--- config.mk ---
export PLATFORM = sky130hd
export DESIGN_NAME = ebt_timeout
export DESIGN_NICKNAME = d
export VERILOG_FILES = /design/src/rtl/ebt_pkg.sv /design/src/rtl/ebt_if.sv /design/src/rtl/ebt_timeout.sv /design/src/rtl/ebt_prescaler.sv
export SDC_FILE = /design/constraint.sdc
export NUM_CORES = 1
export LEC_CHECK = 0
export ABC_AREA = 1
export BUFFER_PORTS_ARGS = -buffer_cell sky130_fd_sc_hd__buf_2
export CORE_AREA = 2 2 59 47
export CTS_CLUSTER_DIAMETER = 100
export DETAILED_ROUTE_END_ITERATION = 10
export DIE_AREA = 0 0 61 49
export PLACE_DENSITY_LB_ADDON = 0.25
export SLEW_MARGIN = 10
export SYNTH_ARGS = -nofsm -noshare
export SYNTH_HDL_FRONTEND = slang
export SYNTH_SLANG_ARGS = --single-unit
export TNS_END_PERCENT = 1
--- constraint.sdc ---
create_clock -name ref_clk -period 2.3 [get_ports ref_clk]
set_input_delay 0.46 -clock ref_clk [delete_from_list [all_inputs] [get_ports ref_clk]]
set_output_delay 0.46 -clock ref_clk [all_outputs]
set_load 0.02 [all_outputs]
--- src/rtl/ebt_pkg.sv ---
// package: constants for the extended bus time-out logic
package ebt_pkg;
  localparam int unsigned CLK_HZ = 20_000_000;
  // microcycle of the processor, in ns
  localparam int unsigned MICROCYCLE_NS = 380;
  localparam int unsigned CLK_PERIOD_NS = 1_000_000_000 / CLK_HZ;
  // ref_clk cycles per microcycle; 380 ns is not a whole number of 50 ns periods, so round down
  localparam int unsigned MICROCYCLE_CYC_RAW = MICROCYCLE_NS / CLK_PERIOD_NS;
  localparam int unsigned MICROCYCLE_CYC = (MICROCYCLE_CYC_RAW < 1) ? 1 : MICROCYCLE_CYC_RAW;
  localparam int unsigned DIV_W = 4;
  localparam logic [DIV_W-1:0] DIV_LAST = DIV_W'(MICROCYCLE_CYC - 1);
  localparam logic [DIV_W-1:0] DIV_RESET = 4'h0;
  // six-stage counter
  localparam int unsigned CNT_W = 6;
  localparam logic [CNT_W-1:0] CNT_RESET = 6'h00;
  // normal time-out: 32 counts (12.16 us)
  localparam int unsigned TIMEOUT_COUNTS = 32;
  localparam int unsigned TIMEOUT_NS = 12_160;
  // carry: once every 64 counts (24.32 us)
  localparam int unsigned CARRY_COUNTS = 64;
  localparam int unsigned CARRY_NS = 24_320;
  localparam logic [CNT_W-1:0] CARRY_AT = 6'h3f;
endpackage

--- src/rtl/ebt_if.sv ---
// interface: microcycle tick between the prescaler and the time-out counter
`timescale 1ns/1ps
interface ebt_tick_if;
  logic tick;
  logic run;
  modport src (output tick, input run);
  modport dst (input tick, output run);
endinterface

--- src/rtl/ebt_timeout.sv ---
// module: bus time-out counter with gated error output and carry pulse
`timescale 1ns/1ps
module ebt_timeout (
  input wire logic ref_clk,
  input wire logic rst,
  input wire logic bus_cycle_sync_n,
  input wire logic timeout_gate_n,
  output logic bus_timeout_error_n,
  output logic carry_pulse_n
);
  ebt_tick_if tk ();

  ebt_prescaler u_pre (
    .ref_clk(ref_clk),
    .rst(rst),
    .tk(tk)
  );

  ////////////////////////////////////////////////////////////////////////
  logic pending;
  logic gate_open;
  logic tick;
  logic at_carry;
  logic at_arm;
  logic [ebt_pkg::CNT_W-1:0] cnt_ff;
  logic [ebt_pkg::CNT_W-1:0] nxt_cnt;
  logic [ebt_pkg::CNT_W-1:0] arm_ff;
  logic [ebt_pkg::CNT_W-1:0] nxt_arm;
  logic armed_ff;
  logic nxt_armed;
  logic err_ff;
  logic nxt_err;
  logic carry_ff;
  logic nxt_carry;

  assign pending = !bus_cycle_sync_n;
  assign tk.run = pending;
  assign tick = tk.tick;
  assign gate_open = !timeout_gate_n;
  assign at_carry = (cnt_ff == ebt_pkg::CARRY_AT);
  assign at_arm = (cnt_ff == arm_ff);

  ////////////////////////////////////////////////////////////////////////
  // six-stage microcycle counter
  always_comb begin
    nxt_cnt = cnt_ff;
    if (!pending) begin
      nxt_cnt = ebt_pkg::CNT_RESET;
    end else if (tick) begin
      // keeps counting whether or not the error is gated off
      nxt_cnt = cnt_ff + 6'h01;
    end
  end

  always_ff @(posedge ref_clk or posedge rst) begin
    if (rst) begin
      cnt_ff <= ebt_pkg::CNT_RESET;
    end else begin
      cnt_ff <= nxt_cnt;
    end
  end

  ////////////////////////////////////////////////////////////////////////
  // carry pulse for the outside extension stage
  always_comb begin
    nxt_carry = carry_ff;
    if (!pending) begin
      nxt_carry = 1'b0;
    end else if (tick) begin
      // set on the wrap and held to the next tick, so exactly one microcycle wide
      nxt_carry = at_carry;
    end
  end

  always_ff @(posedge ref_clk or posedge rst) begin
    if (rst) begin
      carry_ff <= 1'b0;
    end else begin
      carry_ff <= nxt_carry;
    end
  end

  ////////////////////////////////////////////////////////////////////////
  // count-down start point
  always_comb begin
    nxt_arm = arm_ff;
    nxt_armed = armed_ff;
    if (!pending || !gate_open) begin
      // a closed gate forgets the count-down, so a reopened gate gets a full one
      nxt_armed = 1'b0;
    end else if (tick && !armed_ff) begin
      // count-down starts from the tick at which the gate is first seen open
      nxt_armed = 1'b1;
      nxt_arm = cnt_ff + 6'(ebt_pkg::TIMEOUT_COUNTS - 1);
    end
  end

  always_ff @(posedge ref_clk or posedge rst) begin
    if (rst) begin
      arm_ff <= ebt_pkg::CNT_RESET;
      armed_ff <= 1'b0;
    end else begin
      arm_ff <= nxt_arm;
      armed_ff <= nxt_armed;
    end
  end

  ////////////////////////////////////////////////////////////////////////
  // time-out error toward the cpu control logic
  always_comb begin
    nxt_err = err_ff;
    if (!pending || !gate_open) begin
      nxt_err = 1'b0;
    end else if (tick && armed_ff && at_arm) begin
      nxt_err = 1'b1;
    end
  end

  always_ff @(posedge ref_clk or posedge rst) begin
    if (rst) begin
      err_ff <= 1'b0;
    end else begin
      err_ff <= nxt_err;
    end
  end

  assign bus_timeout_error_n = !err_ff;
  assign carry_pulse_n = !carry_ff;
endmodule

--- src/rtl/ebt_prescaler.sv ---
// module: divides ref_clk down to the phase-three microcycle tick
`timescale 1ns/1ps
module ebt_prescaler (
  input wire logic ref_clk,
  input wire logic rst,
  ebt_tick_if.src tk
);
  logic [ebt_pkg::DIV_W-1:0] div_ff;
  logic [ebt_pkg::DIV_W-1:0] nxt_div;
  logic tick_ff;
  logic nxt_tick;

  always_comb begin
    nxt_div = div_ff;
    nxt_tick = 1'b0;
    if (!tk.run) begin
      // restart phase with every bus cycle so counts line up with the cycle start
      nxt_div = ebt_pkg::DIV_RESET;
    end else if (div_ff == ebt_pkg::DIV_LAST) begin
      nxt_div = ebt_pkg::DIV_RESET;
      nxt_tick = 1'b1;
    end else begin
      nxt_div = div_ff + 4'h1;
    end
  end

  always_ff @(posedge ref_clk or posedge rst) begin
    if (rst) begin
      div_ff <= ebt_pkg::DIV_RESET;
      tick_ff <= 1'b0;
    end else begin
      div_ff <= nxt_div;
      tick_ff <= nxt_tick;
    end
  end

  assign tk.tick = tick_ff;
endmodule

==> run summary, run 1 <==
starting density of the core = 42.6%
reg2reg setup slack = 0.92 ns
WL/cell = 10.8 µm
Die ar. = 0.00299 mm²
# port buffers = 5
Yosys top cell area share = 47.7%
worst flop-to-flop path startpoint = cnt_ff[0]
Final setup viols = 0
Die X = 61 µm
post-route ant nets = 0
most frequent cells after synthesis = nand2_1 (29), inv_1 (21), dfrtp_1 (20)
antenna diode count = 0
CP Capture Type = flip-flop
setup TNS = 0 ns
first-pass GRT wire length = 3550 µm
sequential power share = 63.5%
Sw Pwr = 0.000150 W
max-cap violations = 0
Sw Ratio = 25.1%
minimum clock period = 1.38 ns
Data required, critical path = 2.52 ns
Primary FF master, synth = dfrtp_1
initial DRC count = 18
cell-internal power = 0.000448 W
fraction of final layout cells sized beyond drive strength 1 = 9.49%
first drt pass iteration count = 5
Worst VDD drop = 384 µV
r2r worst-path depth = 5
Power Dens Cells = 531 mW/mm²
multi-input combinational cell area = 449 µm²
RSZ-0062 raised after global routing = no
crit-path cells = ha_1 -> nand3_1 -> nor3_1 -> nand3_1 -> o21ai_0
I/O pin count = 6
Rows = 16
Layout Skew = 0.00445 ns
post-cts hold buffer count = 0
CP startpoint kind = flip-flop
# nets final = 147
Worst Setup SP = cnt_ff[0]
critical path's largest stage delay = 0.46 ns
Mapped Area = 0.00105 mm²
Fmax = 0.726 GHz
Final GP Congestion = 0.862
Vias = 799
reg-to-reg endpoint = carry_ff
Resized Gates After CTS = 0
worst rel slew slack = 49.7%
number of H-tree levels = 1
syn nets = 139
clock slew at reported path FFs = 0.11 ns
post-layout util = 45.7%
GRT Total Usage = 16.0%
Tot Pwr = 0.000598 W
pin count of the biggest net entering global routing = 21
status = finished clean
Critical Path Stages = 5
buffer count from post-CTS setup fixing = 0
Yosys reg bits = 20
HP Class = input pin to async pin
syn_area_per_cell = 8.00 µm²
WP buf/inv = 0
Clock power frac = 27.8%
Crit path max-delay family = simple AND/OR/NAND/NOR gates
die height = 49 µm
CP most frequent cell = nand3_1
Worst Path Arrival = 1.59 ns
CTS sink count = 20
period utilization = 59.9%
fill count = 243
CP Max Fanout = 6
Post-synth EDFFs = 0
DP HPWL = 1430 µm
Syn Inst Count = 131
Static Leakage = 0.573 nW
Least-Margin Pin Slew = 0.754 ns
clock latency on the worst-skew pair = 0.30 ns
CP Class = flip-flop to flip-flop
combinational share of power = 8.8%
count leader, synth = nand2_1
Max Slew Vio Count = 0
Critical Path Sink = carry_ff
Yosys Warn Count = 0
cts bufs inserted = 3
Async SR Flop Fraction = 100%
CTS max path bufs = 2
vias per cell = 4.62
CP max-delay cell = dfrtp_1
vias in the first global route = 814
core footprint = 0.00246 mm²
post-synth top area cell = dfrtp_1
initial antenna violation count = 0
DRC Markers = 0
global route overflow = 0
Area contributors post-synth = dfrtp_1 (48%), nand2_1 (10%), inv_1 (7.5%), nor2_1 (5.7%), ha_1 (4.8%)
post-synth cell types = 20
FF/Latch Area = 500 µm²
sequential share of the synthesized area = 47.7%
CTS root buf = clkbuf_4
CTS tree = done
endpoints failing hold = 0
Routed WL = 1870 µm
Area Overhead vs Synth = 7.28%
cell usage in the layout, fill, tap and decap left out:
cell	count
a21oi_1	6
nor2_4	1
xor2_1	4
o21ai_2	1
nand4_1	1
buf_2	5
dfrtp_1	20
nand2_2	3
nand3_1	8
inv_1	21
o21ai_0	7
ha_1	4
clkbuf_4	3
nor3_1	2
nand3b_1	1
nor2_1	16
xnor2_1	2
o21ai_1	2
nand2_1	29
clkinv_1	1
metal layers:
metal,vias up,wire (µm),GRT usage [%]
met3,2,82,5.57
li1,415,-,-
met4,0,8,2.17
met5,-,0,0
met2,15,775,22.9
met1,367,999,23.9
power groups by stage:
stage / clock (W) / sequential, W / combinational, W
after floorplan: 0 / 0.000383 / 0.0000413
after global placement: 0 / 0.000386 / 0.0000516
after detailed placement: 0 / 0.000386 / 0.0000540
after CTS: 0.000179 / 0.000380 / 0.0000540
after global routing: 0.000190 / 0.000382 / 0.0000652
final: 0.000166 / 0.000379 / 0.0000524
sequential cells by signal, indices dropped and copies added (netlist names):
signal	count
u_pre.div_ff	4
arm_ff	6
armed_ff	1
cnt_ff	6
u_pre.tk.tick	1
carry_ff	1
err_ff	1
how the worst min path moves through the flow:
stage | startpoint | to | cells after the start
floorplan | rst | arm_ff[0] | 1
global placement | arm_ff[0] | arm_ff[0] | 2
detailed placement | u_pre.div_ff[0] | u_pre.div_ff[0] | 1
CTS | rst | cnt_ff[5] | 2
global route | bus_cycle_sync_n | u_pre.tk.tick | 2
finish | rst | arm_ff[5] | 2
through the flow:
step	setup slack (ns)	cell area [µm²]	hold WS (ns)	std cells
2_1_floorplan	1.17	1050	0.424	131
3_3_place_gp	0.928	1100	0.474	170
3_5_place_dp	0.904	1100	0.481	170
4_1_cts	0.924	1120	0.297	173
5_1_grt	0.753	1120	0.318	173
6_report	0.922	1120	0.272	173
layout make-up:
class,instances,area share (%)
clock buffers,3,2.00
repair buffers,5,2.22
well taps,36,4.00
multi-input cells,87,39.9
flip-flops and latches,20,44.5
inverters,22,7.34
logic make-up after synthesis:
family | after synthesis | share of synthesized area [%]
xor gates and xnor gates | 6 | 5.01
DFF | 20 | 47.7
buffers and inverters | 24 | 9.43
AOI/OAI and AO/OA | 16 | 8.00
and+or+nand+nor | 61 | 25.1
adders and majority gates | 4 | 4.77
worst reg2reg max path, cell delays in order (launching register included):
cell and delay [ns]:
dfrtp_1 0.46, ha_1 0.20, nand3_1 0.15, nor3_1 0.25, nand3_1 0.13, o21ai_0 0.11
Note: power is estimated with default switching activity, not from simulation.
==> run 2: changes to the inputs <==
==> constraint.sdc (replaced) <==
create_clock -name ref_clk -period 1.3 [get_ports ref_clk]
set_input_delay 0.26 -clock ref_clk [delete_from_list [all_inputs] [get_ports ref_clk]]
set_output_delay 0.26 -clock ref_clk [all_outputs]
set_load 0.02 [all_outputs]
==> run 2 against run 1 <==
Compared with the run above: via count is 1.0% higher; register-to-register slack worse by 0.83 ns; largest cell class unchanged; clock skew down 0.0013 ns; core utilization rose by 2.4 points; largest power group unchanged.
==> run summary, run 2 (synthesized netlist as in run 1, its figures left out) <==
Crit path max-delay family = flip-flops
CTS sink count = 20 (unchanged)
antenna diode count = 0 (unchanged)
Die X = 61 µm (unchanged)
CTS root buf = clkbuf_4
Vias = 807 (+1.0%)
Final WS setup = 0.0952 ns (-0.827 ns)
initial antenna violation count = 0 (unchanged)
max-cap violations = 0 (unchanged)
DRC Markers = 0 (unchanged)
Die ar. = 0.00299 mm² (unchanged)
buffer count from post-CTS setup fixing = 0 (unchanged)
CP max-delay cell = dfrtp_1
RSZ-0062 raised after global routing = yes
core footprint = 0.00246 mm² (unchanged)
DP HPWL = 1410 µm (-1.4%)
most common cell after layout, fill and taps aside = nand2_1
first-pass GRT wire length = 3440 µm (-3.3%)
status = finished clean
CP Capture Type = flip-flop
I/O pin count = 6 (unchanged)
Place WS = 0.0964 ns (-0.807 ns)
clock latency on the worst-skew pair = 0.31 ns (about the same)
Final GP Congestion = 0.893 (+3.6%)
Worst VDD drop = 458 µV (+19%)
setup TNS = 0 ns (unchanged)
vias in the first global route = 777 (-4.5%)
# port buffers = 5 (unchanged)
# nets final = 150 (+2.0%)
CTS tree = done
pin count of the biggest net entering global routing = 21 (unchanged)
die height = 49 µm (unchanged)
CP Max Fanout = 4 (-2)
CP startpoint kind = flip-flop
Rows = 16 (unchanged)
worst rel slew slack = 82.1% (+32 points)
WL/cell = 10.7 µm (-0.53%)
endpoints failing hold = 0 (unchanged)
fraction of final layout cells sized beyond drive strength 1 = 15.6% (+6.1 points)
Data required, critical path = 1.54 ns (-0.98 ns)
most frequent cells in the layout = nand2_1 (29), inv_1 (18), dfrtp_1 (17)
critical path's largest stage delay = 0.45 ns (about the same)
Power Dens Cells = 1090 mW/mm² (+110%)
Top Registers = arm_ff (6), cnt_ff (6), u_pre.div_ff (4)
WP buf/inv = 0 (unchanged)
first drt pass iteration count = 4 (-1)
cts bufs inserted = 3 (unchanged)
Worst Path Arrival = 1.45 ns (-0.14 ns)
Least-Margin Pin Slew = 0.268 ns (-0.486 ns)
Layout Skew = 0.00312 ns (-0.00133 ns)
Final setup viols = 0 (unchanged)
CP Class = flip-flop to flip-flop
CTS max path bufs = 2 (unchanged)
vias per cell = 4.56 (-1.3%)
period utilization = 92.7% (+33 points)
Max Slew Vio Count = 0 (unchanged)
Routed WL = 1900 µm (+1.8%)
starting density of the core = 42.6% (unchanged)
Static Leakage = 0.596 nW (+4.1%)
CP most frequent cell = nand3_1
number of H-tree levels = 1 (unchanged)
minimum clock period = 1.20 ns (-0.173 ns)
Tot Pwr = 0.00129 W (+120%)
HP Class = input pin to flip-flop
Fmax = 0.830 GHz (+14%)
crit-path cells = ha_1 -> nand3_1 -> nor3_1 -> nand3_1 -> o21ai_0
Area Overhead vs Synth = 12.9%
global route overflow = 0 (unchanged)
GRT Total Usage = 15.6% (-0.38 points)
initial DRC count = 13 (-5)
clock slew at reported path FFs = 0.12 ns (about the same)
post-route ant nets = 0 (unchanged)
==> run 2: changes by cell type in the layout (fill, tap and decap cells not counted) <==
cell	delta
bufinv_16	+1
dfrtp_2	+3
buf_4	+2
inv_1	-3
dlygate4sd3_1	+1
inv_2	+3
dfrtp_1	-3
==> run 2: worst reg2reg max path: cells and delay by family, from the launching register on <==
family / cells / cell delay [ns]
compound gates: 1 / 0.08
flops: 1 / 0.45
fa+ha+maj: 1 / 0.21
simple gates: 3 / 0.41
==> run 2: stage by stage <==
stage | util [%] | instances | hold slack (ns) | area, µm²
finish | 48.1 | 177 | 0.122 | 1180
global placement | 45.4 | 172 | 0.297 | 1120
detailed placement | 45.4 | 172 | 0.299 | 1120
global route | 48.1 | 177 | 0.120 | 1180
CTS | 47.9 | 177 | 0.114 | 1180
floorplan | - | 131 | 0.224 | 1050
==> run 2: cell type report <==
cell class,count,area (µm²)
fillers,252,1280
inverters,22,82.6
clock inverters,1,30.0
repair buffers,8,50.0
multi-input cells,87,449
flip-flops and latches,20,504
clock buffers,3,22.5
well taps,36,45.0
==> run 2: routing by layer <==
layer	wire length [µm]	global-route usage (%)	part of all wire, %	vias up
li1	-	-	-	424
met1	950	22.1	50	362
met2	827	22.4	44	19
met3	105	5.57	5.5	2
met4	15	4.35	0.79	0
met5	0	0	0	-
==> run 2: worst paths after layout <==
check | endpoint | startpoint | depth (start not counted) | slack, ns
setup reg to reg | carry_ff | cnt_ff[1] | 5 | 0.1
max in group asynchronous | cnt_ff[0] | rst | 4 | 0.57
hold reg to reg | u_pre.div_ff[0] | u_pre.div_ff[0] | 1 | 0.50
min in group asynchronous | err_ff | rst | 4 | 0.50
hold / removal | u_pre.tk.tick | bus_cycle_sync_n | 2 | 0.12
setup / recovery | carry_ff | cnt_ff[1] | 5 | 0.1
==> run 2: timing repair <==
action / 4_1_cts / 5_1_grt
setup endpoints to repair: 0 / 3
hold buffers: 1 / 0
endpoints found under the hold margin: 20 / 0
resized for setup: 0 / 6
==> run 2: power by group <==
group          switching (W)  internal [W]  total [W]
Clock               0.000210      0.000312   0.000522
Combinational      0.0000585     0.0000396  0.0000981
Sequential         0.0000226      0.000648   0.000671
Total               0.000291       0.00100    0.00129
==> run 3: changes to the inputs <==
--- a/config.mk
+++ b/config.mk
@@ -5,12 +5,11 @@
 export SDC_FILE = /design/constraint.sdc
 export NUM_CORES = 1
 export LEC_CHECK = 0
-export ABC_AREA = 1
 export BUFFER_PORTS_ARGS = -buffer_cell sky130_fd_sc_hd__buf_2
-export CORE_AREA = 2 2 59 47
+export CORE_AREA = 3 3 60 48
 export CTS_CLUSTER_DIAMETER = 100
 export DETAILED_ROUTE_END_ITERATION = 10
-export DIE_AREA = 0 0 61 49
+export DIE_AREA = 0 0 63 51
 export PLACE_DENSITY_LB_ADDON = 0.25
 export SLEW_MARGIN = 10
 export SYNTH_ARGS = -nofsm -noshare
==> run 3 against run 2 <==
Compared with the run above: sequential share of layout area decreased by 2.0 points; via count decreased by 9.9%; die area increased by 7.5%; synthesized cell count decreased by 21%; fmax decreased by 6.1%; core utilization increased by 5.4 points; critical path type unchanged; critical endpoint is now arm_ff[5]; highest routed layer unchanged.
==> run summary, run 3 <==
core footprint = 0.00231 mm² (-6.3%)
CTS max path bufs = 2 (unchanged)
minimum clock period = 1.28 ns (+0.0777 ns)
post-synth cell types = 31 (+55%)
most common cell after layout, fill and taps aside = dfrtp_1
Yosys top cell area share = 48.3% (+0.58 points)
most frequent cells after synthesis = dfrtp_1 (20), nor2_1 (12), nand2_1 (8)
cell-internal power = 0.000869 W (-13%)
CP max-delay cell = or4b_4
clock latency on the worst-skew pair = 0.31 ns (about the same)
CTS sink count = 20 (unchanged)
global route overflow = 0 (unchanged)
cts bufs inserted = 3 (unchanged)
Post-synth EDFFs = 0 (unchanged)
Worst VDD drop = 692 µV (+51%)
WL/cell = 12.4 µm (+16%)
worst rel slew slack = 80.7% (-1.4 points)
Post-Synth Simple-Gate Area = 19.1% (-6.0 points)
Sw Pwr = 0.000273 W (-6.2%)
Synth Area in Adders = 4.83% (+0.058 points)
Async SR Flop Fraction = 100% (unchanged)
critical path's largest stage delay = 0.50 ns (+0.05 ns)
Yosys reg bits = 20 (unchanged)
vias in the first global route = 770 (-0.90%)
Syn Inst Count = 103 (-21%)
CP Class = flip-flop to flip-flop
Rows = 15 (-1)
Max Slew Vio Count = 0 (unchanged)
buffer count from post-CTS setup fixing = 0 (unchanged)
initial DRC count = 14 (+1)
Final GP Congestion = 0.770 (-14%)
HP Class = input pin to flip-flop
die height = 51 µm (+4.1%)
syn_area_per_cell = 10.1 µm² (+26%)
Primary FF master, synth = dfrtp_1
# nets final = 129 (-14%)
Area Overhead vs Synth = 19.1%
status = finished clean
XOR/XNOR Fraction of Synth Area = 11.0% (+6.0 points)
worst flop-to-flop path startpoint = armed_ff
Least-Margin Pin Slew = 0.289 ns (+0.0207 ns)
CTS tree = done
Die ar. = 0.00321 mm² (+7.5%)
first drt pass iteration count = 4 (unchanged)
sequential power share = 58.7% (+6.7 points)
# port buffers = 5 (unchanged)
Layout Skew = 0.00327 ns (+0.000147 ns)
endpoints failing hold = 0 (unchanged)
max-cap violations = 0 (unchanged)
initial antenna violation count = 0 (unchanged)
pin count of the biggest net entering global routing = 21 (unchanged)
Worst Setup SP = armed_ff
DP HPWL = 1410 µm (-0.47%)
Vias = 727 (-9.9%)
largest family of logic cells by synthesized area = simple AND/OR/NAND/NOR gates
count leader, synth = dfrtp_1
Area contributors post-synth = dfrtp_1 (48%), xor2_1 (5.9%), xnor2_1 (5.1%), ha_1 (4.8%), nor2_1 (4.3%)
Clock power frac = 32.2% (-8.2 points)
Hold Startpoint = bus_cycle_sync_n
DRC Markers = 0 (unchanged)
first-pass GRT wire length = 3440 µm (unchanged)
Die X = 63 µm (+3.3%)
period utilization = 98.6% (+6.0 points)
post-layout util = 53.4% (+5.4 points)
combinational share of power = 9.2% (+1.6 points)
Routed WL = 1910 µm (+0.74%)
CTS root buf = clkbuf_4
Worst Path Arrival = 1.54 ns (+0.09 ns)
most frequent cells in the layout = dfrtp_1 (20), nor2_1 (12), buf_4 (12)
Static Leakage = 0.577 nW (-3.3%)
fraction of final layout cells sized beyond drive strength 1 = 26.7% (+11 points)
crit-path cells = or4b_4 -> a211o_1 -> nand3_2
Final setup viols = 0 (unchanged)
post-synth top area cell = dfrtp_1
Power Dens Cells = 925 mW/mm² (-15%)
RSZ-0062 raised after global routing = yes
Yosys Warn Count = 0 (unchanged)
Data required, critical path = 1.56 ns (+0.02 ns)
GRT Total Usage = 14.5% (-1.1 points)
fraction of synthesized area in multiplexers = 1.93% (+1.9 points)
Top Registers = arm_ff (6), cnt_ff (6), u_pre.div_ff (4)
I/O pin count = 6 (unchanged)
starting density of the core = 44.9% (+2.3 points)
CP Max Fanout = 2 (-2)
CP startpoint kind = flip-flop
Tot Pwr = 0.00114 W (-12%)
Synth Area in Compound Gates = 7.00% (-0.99 points)
number of H-tree levels = 1 (unchanged)
post-route ant nets = 0 (unchanged)
Sw Ratio = 23.9% (+1.4 points)
sequential share of the synthesized area = 48.3% (+0.58 points)
Fmax = 0.780 GHz (-6.1%)
CP Capture Type = flip-flop
clock slew at reported path FFs = 0.11 ns (about the same)
antenna diode count = 0 (unchanged)
Mapped Area = 0.00104 mm² (-1.2%)
syn nets = 111 (-20%)
vias per cell = 4.72 (+3.5%)
run 3: changes by cell type after synthesis, sizes merged, moves of 2 or more:
cell	change
buf	+2
xor2	+3
clkbuf	+3
o21ai	-6
nand4	+2
nand3	-6
mux2i	+2
xnor2	+4
nor3	+2
nor2	-5
a21oi	-2
inv	-14
nand2	-24
run 3: layer usage:
layer  share of wire (%)  GRT usage (%)  wire length [µm]
met4                 2.5           8.79                48
met1                  49           16.4               931
met3                 3.2           4.18                61
met2                  46           24.5               871
met5                   0              0                 0
run 3: cell type report:
class	count	area, µm²
inverter	7	26.3
sequential	20	500
clock buffer	4	36.3
timing repair buffer	20	148
multi-input combinational	69	480
fill	217	1070
tap	34	42.5
run 3: cell families (layout without fill, tap and decap cells):
logic type / after synthesis / count (layout)
buffers and inverters: 14 / 31
DFF: 20 / 20
muxes: 2 / 2
adders and majority gates: 4 / 4
xor gates and xnor gates: 13 / 13
and+or+nand+nor: 38 / 38
AOI/OAI and AO/OA: 12 / 12
run 3: path summary, 6_finish.rpt:
check	endpoint	slack, ns	cells after the start
min	carry_ff	0.32	3
max in group asynchronous	arm_ff[1]	0.59	4
min in group asynchronous	cnt_ff[4]	0.50	4
min reg2reg	u_pre.div_ff[0]	0.50	1
max	arm_ff[5]	0.02	3
max reg2reg	arm_ff[5]	0.02	3
run 3: per-stage QoR:
stage | area (µm²) | hold slack (ns) | TNS (ns) | setup WS (ns) | cells
floorplan | 1040 | 0.224 | -0.0768 | -0.0768 | 103
global placement | 1150 | 0.295 | -0.167 | -0.0453 | 149
detailed placement | 1150 | 0.300 | -0.299 | -0.0693 | 149
CTS | 1210 | 0.292 | 0 | 0.00207 | 154
global route | 1230 | 0.320 | -0.181 | -0.0393 | 154
finish | 1230 | 0.316 | 0 | 0.0176 | 154
run 3: timing repair:
action                                  CTS  global route
pin swaps                                 0             1
endpoints found under the setup margin    4            10
gates resized for setup                   2            10
hold buffers                              1             0
endpoints found under the hold margin    20             0
cloned                                    0             0
run 3: critical path, delay by kind of cell, from the launching register on:
kind             cells  cell delay (ns)
AO/OA/AOI/OAI        1             0.25
AND/OR/NAND/NOR      2             0.57
flip-flops           1             0.41
run 3: power by group through the flow:
stage               logic [W]  clock network [W]  registers [W]
floorplan           0.0000668                  0       0.000677
global placement    0.0000931                  0       0.000680
detailed placement  0.0000979                  0       0.000681
CTS                  0.000101           0.000387       0.000669
global route         0.000125           0.000409       0.000674
finish               0.000105           0.000367       0.000669
